## src/include/pim_pkg.sv

```systemverilog
// Package: register map, field positions and reset values of the mask and measurement block
`default_nettype none
package pim_pkg;
	// Register offsets
	localparam logic [7:0] ADDR_TOP_IRQ_MASK_A = 8'h20;
	localparam logic [7:0] ADDR_TOP_IRQ_MASK_B = 8'h21;
	localparam logic [7:0] ADDR_REGULATOR_IRQ_MASK = 8'h22;
	localparam logic [7:0] ADDR_LOAD_MEAS_SELECT = 8'h24;
	localparam logic [7:0] ADDR_LOAD_RESULT_HI = 8'h25;
	localparam logic [7:0] ADDR_LOAD_RESULT_LO = 8'h26;
	// Field positions in the first top mask register
	localparam int POS_PWR_GOOD = 7;
	localparam int POS_CLK_DET = 4;
	localparam int POS_HOT_DIE = 2;
	localparam int POS_MEAS_DONE = 0;
	// Field position in the second top mask register
	localparam int POS_REG_RESET = 0;
	// Field positions in the regulator mask register
	localparam int POS_B_PG_FALL = 7;
	localparam int POS_B_PG_RISE = 6;
	localparam int POS_B_OVERCURRENT = 4;
	localparam int POS_A_PG_FALL = 3;
	localparam int POS_A_PG_RISE = 2;
	localparam int POS_A_OVERCURRENT = 0;
	// Writable bits of each register
	localparam logic [7:0] WMASK_TOP_A = 8'hff;
	localparam logic [7:0] WMASK_REGULATOR = 8'hdd;
	localparam logic [7:0] WMASK_SELECT = 8'hff;
	// Reset values (mask fields default to all inhibited)
	localparam logic [7:0] RST_TOP_A = 8'h95;
	localparam logic [7:0] RST_TOP_B = 8'h01;
	localparam logic [7:0] RST_REGULATOR = 8'hdd;
	localparam logic [7:0] RST_SELECT = 8'h00;
	// Flag bit order in the event and flag vectors
	localparam int NUM_FLAGS = 9;
	localparam int FLG_PWR_GOOD = 0;
	localparam int FLG_CLK_DET = 1;
	localparam int FLG_HOT_DIE = 2;
	localparam int FLG_MEAS_DONE = 3;
	localparam int FLG_REG_RESET = 4;
	localparam int FLG_A_PG = 5;
	localparam int FLG_A_OVERCURRENT = 6;
	localparam int FLG_B_PG = 7;
	localparam int FLG_B_OVERCURRENT = 8;
	// Measurement result width and step
	localparam int LOAD_RESULT_W = 9;
	localparam int LOAD_STEP_MA = 20;
endpackage : pim_pkg
`default_nettype wire

```

## src/pim_sync3.sv

```systemverilog
// Three-stage synchroniser that accepts a change once stages two and three agree
`default_nettype none
module pim_sync3 #(
	parameter int WIDTH = 1
) (
	input wire logic ref_clk_i,
	input wire logic resetn_i,
	input wire logic [WIDTH-1:0] async_i,
	output logic [WIDTH-1:0] sync_o
);
	logic [WIDTH-1:0] s1, s2, s3, held;
	logic [WIDTH-1:0] next_held;

	initial begin
		if (WIDTH < 1) $error("pim_sync3: WIDTH must be at least 1");
	end

	// Accept a bit once the two late stages agree
	always_comb begin
		for (int i = 0; i < WIDTH; i++) begin
			next_held[i] = (s2[i] == s3[i]) ? s3[i] : held[i];
		end
	end

	// Stage registers
	always_ff @(posedge ref_clk_i or negedge resetn_i) begin
		if (!resetn_i) begin
			s1 <= '0;
			s2 <= '0;
			s3 <= '0;
			held <= '0;
		end else begin
			s1 <= async_i;
			s2 <= s1;
			s3 <= s2;
			held <= next_held;
		end
	end

	assign sync_o = held;
endmodule : pim_sync3
`default_nettype wire

```

## src/pim_edge_det.sv

```systemverilog
// Edge detector for power-good raw levels, one-cycle rise and fall pulses
`default_nettype none
module pim_edge_det #(
	parameter int WIDTH = 1
) (
	input wire logic ref_clk_i,
	input wire logic resetn_i,
	input wire logic [WIDTH-1:0] level_i,
	output logic [WIDTH-1:0] rise_o,
	output logic [WIDTH-1:0] fall_o
);
	logic [WIDTH-1:0] last;
	logic [WIDTH-1:0] next_last;

	initial begin
		if (WIDTH < 1) $error("pim_edge_det: WIDTH must be at least 1");
	end

	// Remember the previous level
	always_comb begin
		next_last = level_i;
	end

	always_ff @(posedge ref_clk_i or negedge resetn_i) begin
		if (!resetn_i) begin
			last <= '0;
		end else begin
			last <= next_last;
		end
	end

	// Level went 0->1 or 1->0
	assign rise_o = level_i & ~last;
	assign fall_o = ~level_i & last;
endmodule : pim_edge_det
`default_nettype wire

```

## src/pim_irq_ctrl.sv

```systemverilog
// Interrupt masking, event flags and load-current measurement trigger
`default_nettype none
module pim_irq_ctrl (
	input wire logic ref_clk_i,
	input wire logic resetn_i,
	// Register port from the serial interface
	input wire logic reg_wr_i,
	input wire logic reg_rd_i,
	input wire logic [7:0] reg_addr_i,
	input wire logic [7:0] reg_wdata_i,
	output logic [7:0] reg_rdata_o,
	// Flag clear: write-one-to-clear vector
	input wire logic flag_clr_i,
	input wire logic [pim_pkg::NUM_FLAGS-1:0] flag_clr_bits_i,
	output logic [pim_pkg::NUM_FLAGS-1:0] flags_o,
	// OTP value of the register-reset mask
	input wire logic otp_reg_reset_inhibit_i,
	// Raw pins and analog levels (asynchronous)
	input wire logic pwr_good_pin_i,
	input wire logic clk_invalid_i,
	input wire logic hot_die_i,
	input wire logic reg_a_pg_invalid_i,
	input wire logic reg_b_pg_invalid_i,
	input wire logic reg_a_overcurrent_i,
	input wire logic reg_b_overcurrent_i,
	// Single-cycle events from same-clock logic
	input wire logic reg_reset_event_i,
	input wire logic meas_ready_i,
	input wire logic [pim_pkg::LOAD_RESULT_W-1:0] meas_result_i,
	// Measurement trigger toward the converter front end
	output logic meas_start_o,
	output logic meas_sel_o,
	// Live status outputs, unaffected by masks, then the masked interrupt line
	output logic pwr_good_live_flag_o,
	output logic clk_invalid_live_o,
	output logic hot_die_live_flag_o,
	output logic reg_a_pg_invalid_live_o,
	output logic reg_b_pg_invalid_live_o,
	output logic reg_a_overcurrent_live_o,
	output logic reg_b_overcurrent_live_o,
	output logic irq_n_o
);
	import pim_pkg::*;

	localparam int NRAW = 7;

	logic [7:0] top_irq_mask_a, top_irq_mask_b, regulator_irq_mask, load_meas_select;
	logic [7:0] next_top_irq_mask_a, next_top_irq_mask_b, next_regulator_irq_mask, next_load_meas_select;
	logic [NUM_FLAGS-1:0] flags, next_flags, events, enabled;
	logic [LOAD_RESULT_W-1:0] load_result, next_load_result;
	logic [7:0] rdata, next_rdata;
	logic meas_start, next_meas_start;
	logic irq_n, next_irq_n;
	logic [NRAW-1:0] raw_async, raw_sync, live, next_live;
	logic [1:0] pg_lvl, pg_rise, pg_fall;
	logic [NRAW-1:0] raw_last, next_raw_last;
	logic otp_load, next_otp_load;

	////////////////////////////////////////////////////////////////////////////
	// Elaboration checks

	// The read mux splits the result into one high bit and one low byte
	if (LOAD_RESULT_W != 9) begin : g_result_width_check
		$error("pim_irq_ctrl: load result width must be 9");
	end
	// Every flag index below must fit the flag vector
	if (NUM_FLAGS != 9) begin : g_flag_count_check
		$error("pim_irq_ctrl: flag count must be 9");
	end
	// Top mask field positions must lie inside an 8-bit register
	if (POS_PWR_GOOD > 7 || POS_CLK_DET > 7 || POS_HOT_DIE > 7 || POS_MEAS_DONE > 7
		|| POS_REG_RESET > 7) begin : g_top_pos_check
		$error("pim_irq_ctrl: top mask field position out of range");
	end
	// Regulator mask field positions must lie inside an 8-bit register
	if (POS_B_PG_FALL > 7 || POS_B_PG_RISE > 7 || POS_B_OVERCURRENT > 7 || POS_A_PG_FALL > 7
		|| POS_A_PG_RISE > 7 || POS_A_OVERCURRENT > 7) begin : g_reg_pos_check
		$error("pim_irq_ctrl: regulator mask field position out of range");
	end

	////////////////////////////////////////////////////////////////////////////
	// Input synchronisation and edges

	// Pack the raw levels
	// Raw bit order: 0 pwr good, 1 clock, 2 hot die, 3 A pg, 4 B pg, 5 A oc, 6 B oc
	assign raw_async = {reg_b_overcurrent_i, reg_a_overcurrent_i, reg_b_pg_invalid_i, reg_a_pg_invalid_i,
		hot_die_i, clk_invalid_i, pwr_good_pin_i};

	// Every raw level crosses here; nothing else samples the pins
	pim_sync3 #(.WIDTH(NRAW)) u_sync (
		.ref_clk_i(ref_clk_i),
		.resetn_i(resetn_i),
		.async_i(raw_async),
		.sync_o(raw_sync)
	);

	// Regulator power-good levels: bit 0 is A, bit 1 is B (1 = invalid)
	assign pg_lvl = {raw_sync[4], raw_sync[3]};

	// A rise of the invalid level is a power-good fall, hence the crossed pins
	pim_edge_det #(.WIDTH(2)) u_pg_edge (
		.ref_clk_i(ref_clk_i),
		.resetn_i(resetn_i),
		.level_i(pg_lvl),
		.rise_o(pg_fall),
		.fall_o(pg_rise)
	);

	// Event collection; pg "fall" means output went invalid
	always_comb begin
		events = '0;
		events[FLG_PWR_GOOD] = raw_sync[0] ^ raw_last[0];
		// Clock, thermal and overcurrent flags set on the rising level only
		events[FLG_CLK_DET] = raw_sync[1] & ~raw_last[1];
		events[FLG_HOT_DIE] = raw_sync[2] & ~raw_last[2];
		events[FLG_MEAS_DONE] = meas_ready_i;
		events[FLG_REG_RESET] = reg_reset_event_i;
		events[FLG_A_PG] = (pg_fall[0] & ~regulator_irq_mask[POS_A_PG_FALL])
			| (pg_rise[0] & ~regulator_irq_mask[POS_A_PG_RISE]);
		events[FLG_B_PG] = (pg_fall[1] & ~regulator_irq_mask[POS_B_PG_FALL])
			| (pg_rise[1] & ~regulator_irq_mask[POS_B_PG_RISE]);
		events[FLG_A_OVERCURRENT] = raw_sync[5] & ~raw_last[5];
		events[FLG_B_OVERCURRENT] = raw_sync[6] & ~raw_last[6];
		next_raw_last = raw_sync;
		next_live = raw_sync;
	end

	// Edge history and live status registers
	always_ff @(posedge ref_clk_i or negedge resetn_i) begin
		if (!resetn_i) begin
			live <= '0;
			raw_last <= '0;
		end else begin
			live <= next_live;
			raw_last <= next_raw_last;
		end
	end

	////////////////////////////////////////////////////////////////////////////
	// Mask enables per flag

	always_comb begin
		// Regulator power-good flags are gated at the edge, so they stay enabled here
		enabled = '1;
		enabled[FLG_PWR_GOOD] = ~top_irq_mask_a[POS_PWR_GOOD];
		enabled[FLG_CLK_DET] = ~top_irq_mask_a[POS_CLK_DET];
		enabled[FLG_HOT_DIE] = ~top_irq_mask_a[POS_HOT_DIE];
		enabled[FLG_MEAS_DONE] = ~top_irq_mask_a[POS_MEAS_DONE];
		enabled[FLG_REG_RESET] = ~top_irq_mask_b[POS_REG_RESET];
		enabled[FLG_B_OVERCURRENT] = ~regulator_irq_mask[POS_B_OVERCURRENT];
		enabled[FLG_A_OVERCURRENT] = ~regulator_irq_mask[POS_A_OVERCURRENT];
	end

	////////////////////////////////////////////////////////////////////////////
	// Register writes, flags and measurement trigger

	always_comb begin
		next_top_irq_mask_a = top_irq_mask_a;
		next_top_irq_mask_b = top_irq_mask_b;
		next_regulator_irq_mask = regulator_irq_mask;
		next_load_meas_select = load_meas_select;
		next_meas_start = 1'b0;
		next_otp_load = 1'b0;
		next_load_result = load_result;
		if (reg_wr_i) begin
			unique case (reg_addr_i)
				ADDR_TOP_IRQ_MASK_A: next_top_irq_mask_a = reg_wdata_i & WMASK_TOP_A;
				ADDR_TOP_IRQ_MASK_B: next_top_irq_mask_b = top_irq_mask_b;
				ADDR_REGULATOR_IRQ_MASK: next_regulator_irq_mask = reg_wdata_i & WMASK_REGULATOR;
				ADDR_LOAD_MEAS_SELECT: begin
					next_load_meas_select = reg_wdata_i & WMASK_SELECT;
					next_meas_start = 1'b1;
				end
				// Result registers and unmapped offsets ignore writes
				default: ;
			endcase
		end
		// Applied after the decode above, so the OTP copy beats any host write
		// OTP load after reset
		if (otp_load) begin
			next_top_irq_mask_b = {RST_TOP_B[7:1], otp_reg_reset_inhibit_i};
		end
		if (meas_ready_i) begin
			next_load_result = meas_result_i;
		end
		// An event landing with its clear is kept, so none is lost
		// set wins over clear
		next_flags = flags;
		if (flag_clr_i) begin
			next_flags = next_flags & ~flag_clr_bits_i;
		end
		next_flags = next_flags | events;
		// Built from the next flags so the line moves with flags_o
		// interrupt level
		next_irq_n = ~|(next_flags & enabled);
	end

	// Read mux
	always_comb begin
		next_rdata = 8'h00;
		if (reg_rd_i) begin
			unique case (reg_addr_i)
				ADDR_TOP_IRQ_MASK_A: next_rdata = top_irq_mask_a;
				ADDR_TOP_IRQ_MASK_B: next_rdata = top_irq_mask_b;
				ADDR_REGULATOR_IRQ_MASK: next_rdata = regulator_irq_mask;
				ADDR_LOAD_MEAS_SELECT: next_rdata = load_meas_select;
				ADDR_LOAD_RESULT_HI: next_rdata = {7'h00, load_result[8]};
				ADDR_LOAD_RESULT_LO: next_rdata = load_result[7:0];
				default: next_rdata = 8'h00;
			endcase
		end else begin
			next_rdata = rdata;
		end
	end

	// Read data register, holding the last answer until the next read
	always_ff @(posedge ref_clk_i or negedge resetn_i) begin
		if (!resetn_i) begin
			rdata <= 8'h00;
		end else begin
			rdata <= next_rdata;
		end
	end

	// Mask, flag and trigger registers
	always_ff @(posedge ref_clk_i or negedge resetn_i) begin
		if (!resetn_i) begin
			top_irq_mask_a <= RST_TOP_A;
			top_irq_mask_b <= RST_TOP_B;
			regulator_irq_mask <= RST_REGULATOR;
			load_meas_select <= RST_SELECT;
			flags <= '0;
			load_result <= '0;
			meas_start <= 1'b0;
			irq_n <= 1'b1;
			otp_load <= 1'b1;
		end else begin
			top_irq_mask_a <= next_top_irq_mask_a;
			top_irq_mask_b <= next_top_irq_mask_b;
			regulator_irq_mask <= next_regulator_irq_mask;
			load_meas_select <= next_load_meas_select;
			flags <= next_flags;
			load_result <= next_load_result;
			meas_start <= next_meas_start;
			irq_n <= next_irq_n;
			otp_load <= next_otp_load;
		end
	end

	////////////////////////////////////////////////////////////////////////////
	// Outputs, all from flip-flops

	assign reg_rdata_o = rdata;
	assign flags_o = flags;
	assign meas_start_o = meas_start;
	assign meas_sel_o = load_meas_select[0];
	assign irq_n_o = irq_n;
	// Live copies trail the synchroniser by one cycle; masks never touch them
	assign pwr_good_live_flag_o = live[0];
	assign clk_invalid_live_o = live[1];
	assign hot_die_live_flag_o = live[2];
	assign reg_a_pg_invalid_live_o = live[3];
	assign reg_b_pg_invalid_live_o = live[4];
	assign reg_a_overcurrent_live_o = live[5];
	assign reg_b_overcurrent_live_o = live[6];
endmodule : pim_irq_ctrl
`default_nettype wire

```

## config.mk

```make
export PLATFORM = sky130hd
export DESIGN_NAME = pim_irq_ctrl
export DESIGN_NICKNAME = d
export VERILOG_FILES = /design/src/include/pim_pkg.sv /design/src/pim_sync3.sv /design/src/pim_edge_det.sv /design/src/pim_irq_ctrl.sv
export SDC_FILE = /design/constraint.sdc
export NUM_CORES = 1
export LEC_CHECK = 0
export BUFFER_PORTS_ARGS = -buffer_cell sky130_fd_sc_hd__buf_4
export CAP_MARGIN = 20
export CORE_MARGIN = 1.5
export CORE_UTILIZATION = 53
export DETAILED_ROUTE_END_ITERATION = 8
export GPL_TIMING_DRIVEN = 0
export PLACE_DENSITY = 0.79
export RECOVER_POWER = 50
export SETUP_SLACK_MARGIN = 0.3
export SLEW_MARGIN = 30
export SYNTH_ARGS = -nofsm -noshare
export SYNTH_HDL_FRONTEND = slang
export SYNTH_SLANG_ARGS = --single-unit
```

## constraint.sdc

```tcl
create_clock -name ref_clk_i -period 2.2 [get_ports ref_clk_i]
set_clock_uncertainty 0.1 [all_clocks]
set_input_delay 0 -clock ref_clk_i [delete_from_list [all_inputs] [get_ports ref_clk_i]]
set_output_delay 0 -clock ref_clk_i [all_outputs]
set_load 0.005 [all_outputs]
```

# == Yosys cells after proc, flatten, opt, wreduce, memory -nomap -nowiden ==
# Cells that the tools add are included.
# classes
n_mux,4
n_eq_ne,13
reduce_logical,5
bitwise_logic,34
# op_table
op,n
"8-bit by 6-bit == test with 1-bit output, second input constant",6
8-bit one-hot mux with 6 select lines,1
9-bit bitwise AND,2
1-bit inverter,15
9-bit two-way mux,1
9-bit inverter,1
9-bit OR,1
9-bit OR reduction,1
1-bit bitwise AND,8
1-bit == test,7
2-bit AND reduction,3
2-bit bitwise AND,2
2-bit inverter,2
1-bit two-way mux,2
1-bit OR,2
1-bit logical NOT,1
1-bit XOR,1
# word_totals
regBits,89
in_bits,49
output_inout_bits,27
wordCells,78

# == Longest topological paths before layout ==
# depth
ltp_word,8
mapped_depth,5
depth_no_buf,4

# == Cells and area by module ==
# Synthesis repeated with hierarchy kept, for this count alone.
# unflattened
hier_cells,227
hier_area_um2,3444.6
# modules_own_cells
mod,area_per_inst_um2,instances,cells_per_inst,seq_area_each_um2
pim_irq_ctrl,2580.0,1,186,1492.7
pim_sync3,779.5,1,35,700.7
pim_edge_det,85.1,1,6,50.0

# == Worst setup path before layout ==
# Ideal clock, no wire load.
# synth_path
path_type,input to register
from,input reg_addr_i[4]
to,register top_irq_mask_a[1]
setup_ns,0.125
required_ns,1.975
n_path_buf,1
arrival_time_ns,1.405
cell_stages,5
slack_ns,0.570
path_cell_list,or4b_4 -> nor3_4 -> and4bb_1 -> buf_6 -> mux2_2
# synth_via
elab_chain_cells,2
# synth_lines
item,line_no,text
from (decl),pim_irq_ctrl.sv:9,"input wire logic [7:0] reg_addr_i,"
8-bit by 6-bit == test with 1-bit output,pim_irq_ctrl.sv:166,unique case (reg_addr_i)
2-bit AND reduction (no line),--,
to (signal assigned),pim_irq_ctrl.sv:238,top_irq_mask_a <= next_top_irq_mask_a;
to (decl),pim_irq_ctrl.sv:47,"logic [7:0] top_irq_mask_a, top_irq_mask_b, regulator_irq_mask, load_meas_select;"
# Every way passes these cells.
# A chain may end at the register's enable or synchronous reset.

# == Final worst setup path ==
# layout_path
from,register regulator_irq_mask[2]
to,"register irq_n, in the netlist irq_n_o"
# layout_via
elab_chain_cells,7
# layout_lines
item,line_no,text
from (decl),pim_irq_ctrl.sv:47,
from (signal assigned),pim_irq_ctrl.sv:240,regulator_irq_mask <= next_regulator_irq_mask;
1-bit inverter,pim_irq_ctrl.sv:119,| (pg_rise[0] & ~regulator_irq_mask[POS_A_PG_RISE]);
1-bit bitwise AND,pim_irq_ctrl.sv:119,
1-bit OR,pim_irq_ctrl.sv:119,
9-bit OR,pim_irq_ctrl.sv:192,next_flags = next_flags | events;
net next_flags[5],pim_irq_ctrl.sv:49,"logic [NUM_FLAGS-1:0] flags, next_flags, events, enabled;"
9-bit bitwise AND,pim_irq_ctrl.sv:195,next_irq_n = ~|(next_flags & enabled);
9-bit OR reduction,pim_irq_ctrl.sv:195,
1-bit logical NOT,pim_irq_ctrl.sv:195,
net next_irq_n,pim_irq_ctrl.sv:53,"logic irq_n, next_irq_n;"
to (signal assigned),pim_irq_ctrl.sv:245,irq_n <= next_irq_n;
to (decl),pim_irq_ctrl.sv:53,
# The timed path passes the listed nets, and every way through them passes these cells.

==> summary.txt <==
Status: complete, no violations
Power share of the clock group: 34.1%
Synth area leaders: dfrtp_1 (56%), mux2_2 (11%), dfstp_2 (10%)
Core Region: 5956 sq um
Fin cells: 431
Drt via density: 5.302
Critical path type: reg2reg
CTS tree: done
Post-route setup TNS: 0 ns
Sequential share of power: 53.3%
Comb power frac: 12.6%
Commonest non-fill, non-tap cells in the layout: dfrtp_1 (74), buf_4 (61), dlygate4sd3_1 (49)
Diode count: 0
Worst Max-Slew Pin Slew: 1.131 ns
Initial DRT Pass Iterations: 4
Total Die Area: 6700 sq um
Share of cells above drive strength 1: 41.57%
Clk buf depth: 2
Leak: 0.002118 uW
Max-cap violations: 0
Slew HR: 24.59%
Startpoint type of the worst setup path: flip-flop
Nets: 400
CP cell instances: nor3b_1 > a211o_1 > a2111oi_0 > nor4bb_2
Routed wire length: 7301 um
DR vias: 2,285
RSZ-0062 raised after global routing: no
Mapped Cells: 218
Area added between synthesis and finish: 40.81%
Initial Util: 55.34%
Drt wl/cell: 16.94 um
Period utilisation layout: 79.92%
Final hold vios: 0
Post-Place Cells: 366
Final setup margin: 0.4419 ns
VDD IR-drop max: 0.5253 mV
Synth unique cells: 42
Synthesized area: 3296 sq um
Arr. time, crit path: 1.92 ns
Grt ovf: 0
Post-place setup slack: 0.3482 ns
Hold Crit Class: in2reg
Sequential area share after synthesis: 66.55%
Die span in x: 81.86 um
CTS Root Cell: clkbuf_8
Cts bufs inserted: 9
Initial antenna violation count: 0
Commonest non-fill, non-tap cell in the layout: dfrtp_1
Routability-driven placement congestion ratio: 0.7524
CP Max Fanout: 3
Tmin final: 1.758 ns
Worst EP required: 2.37 ns
Final Core Density: 77.92%
CTS Sinks: 87
CP max stage cell: dfstp_2
Mapped Nets: 267
Final setup fails: 0
Detailed placement HPWL: 4588 um
Internal: 2540 uW
Post-synth top area cell: dfrtp_1
Switching Power: 806.6 uW
Vias in the first global route: 2,419
Port Buffers: 73
Placement Rows: 28
P per Cell Area: 721.1 nW/um^2
CP peak stage delay: 0.54 ns
Syn avg cell area: 15.12 sq um
First-pass GRT wire length: 11,260 um
Share of the synthesized area in the top cell type: 56.19%
Num ports: 76
CTS H-tree depth: 3
Overall Power: 3346 uW
Largest net degree at the start of global routing: 88
Total track usage: 23.60%
Clk_lat worst skew: 0.35 ns
Max Freq: 0.5688 GHz
Switching Share: 24.10%
DRT iter0 DRCs: 138
Die height: 81.86 um
Slew Limit Fails: 0
Critical Path End Type: flip-flop
Clk slew on worst S/H paths: 0.09 ns
Synth Register Bits: 87
Ys Warns: 0
Critical path's top delay family: compound AO/OA/AOI/OAI gates
DRC errors left: 0
CP Buf/Inv Count: 0
Antenna Nets Post-Route: 0
## power groups by stage
stage / Sequential [uW] / Clock, uW / Combinational (uW)
2_1_floorplan: 1800 / 0 / 145
3_3_place_gp: 1810 / 0 / 333
3_5_place_dp: 1820 / 0 / 344
4_1_cts: 1780 / 1160 / 421
5_1_grt: 1800 / 1220 / 459
6_report: 1780 / 1140 / 421
## per-layer routing
layer / vias to the layer above / track usage (%) / part of all wire, % / routed length, um
met1: 1155 / 27.77 / 40 / 2927
li1: 1046 / - / - / -
met5: - / 0 / 0 / 0
met4: 0 / 12.37 / 3.1 / 223
met2: 65 / 41.15 / 52 / 3827
met3: 19 / 4.111 / 4.4 / 323
## worst min-delay path, delay by kind of cell
kind                   cells  cell delay, ns
buffers and inverters      1            0.18
AO/OA/AOI/OAI              2            0.26
## layout make-up
class / count / area [sq um]
buffer: 6 / 36.28
clock buffer: 11 / 141.4
clock inverter: 5 / 63.81
fill: 376 / 1315
inverter: 12 / 45.04
multi-input combinational: 113 / 1028
sequential: 87 / 2193
tap: 75 / 93.84
timing repair buffer: 122 / 1039
## flip-flops by register name, indices dropped and copies added (netlist names), 6 cells and up
signal,cells
flags_o,9
load_result,9
load_meas_select,8
reg_rdata_o,8
top_irq_mask_a,8
u_sync.s1,7
u_sync.s2,7
u_sync.s3,7
u_sync.sync_o,7
raw_last,6
regulator_irq_mask,6
## synthesized netlist by cell type
master     count
dfrtp_1       74
mux2_2        31
dfstp_2       13
inv_1         12
nand2_1       12
maj3_1         7
o21ai_0        7
o2bb2ai_1      6
mux4_2         5
mux2i_1        4
nor3b_1        4
a21o_1         3
a31oi_1        3
nor2_1         3
a211o_1        2
a21bo_2        2
a21oi_1        2
clkbuf_1       2
nand2b_1       2
or3b_2         2
a2111oi_0      1
a22oi_1        1
a32oi_1        1
and3_1         1
and4b_1        1
and4bb_1       1
buf_1          1
buf_2          1
buf_4          1
buf_6          1
conb_1         1
nand3_1        1
nand3_2        1
nand3b_1       1
nor2b_1        1
nor3_1         1
nor3_4         1
nor4bb_1       1
o22a_1         1
o311ai_0       1
or4b_4         1
xor2_1         1
## what timing repair did
item	CTS	global route
hold endpoints to repair	132	0
setup buffers	0	0
gates resized for setup	0	2
endpoints found under the setup margin	0	2
hold buffers	49	0
## metrics by stage
stage                     instance area (sq um)  hold slack (ns)
after floorplan                            3296          -0.3956
after global placement                     3938         0.009359
after detailed placement                   3941         0.003508
after CTS                                  4637          0.01008
after global routing                       4641          0.05199
final                                      4641          0.03651
## path summary, 6_finish.rpt
path                                                         from                         end  slack [ns]  cells after the start
worst max-delay path            regulator_irq_mask[2]$_DFFE_PN1P_           irq_n_o$_DFF_PN1_        0.44                      4
worst min-delay path                                   flag_clr_i        flags_o[2]$_DFF_PN0_        0.04                      3
worst max register to register  regulator_irq_mask[2]$_DFFE_PN1P_           irq_n_o$_DFF_PN1_        0.44                      4
worst min register to register             u_sync.s1[0]$_DFF_PN0_      u_sync.s2[0]$_DFF_PN0_        0.25                      0
max in group asynchronous                                resetn_i  reg_rdata_o[3]$_DFFE_PN0P_        0.95                      2
min in group asynchronous                                resetn_i      u_sync.s2[4]$_DFF_PN0_        0.31                      2
## cells by family after synthesis
kind of cell               after synthesis  synth area share (%)
AOI/OAI and AO/OA                       30                 6.644
xor gates and xnor gates                 1                0.2658
adders and majority gates                7                 2.126
buffers and inverters                   18                 2.430
DFF                                     87                 66.55
muxes                                   40                 15.22
other                                    1                0.1138
and+or+nand+nor                         34                 6.644
(Power assumes the default switching activity.)
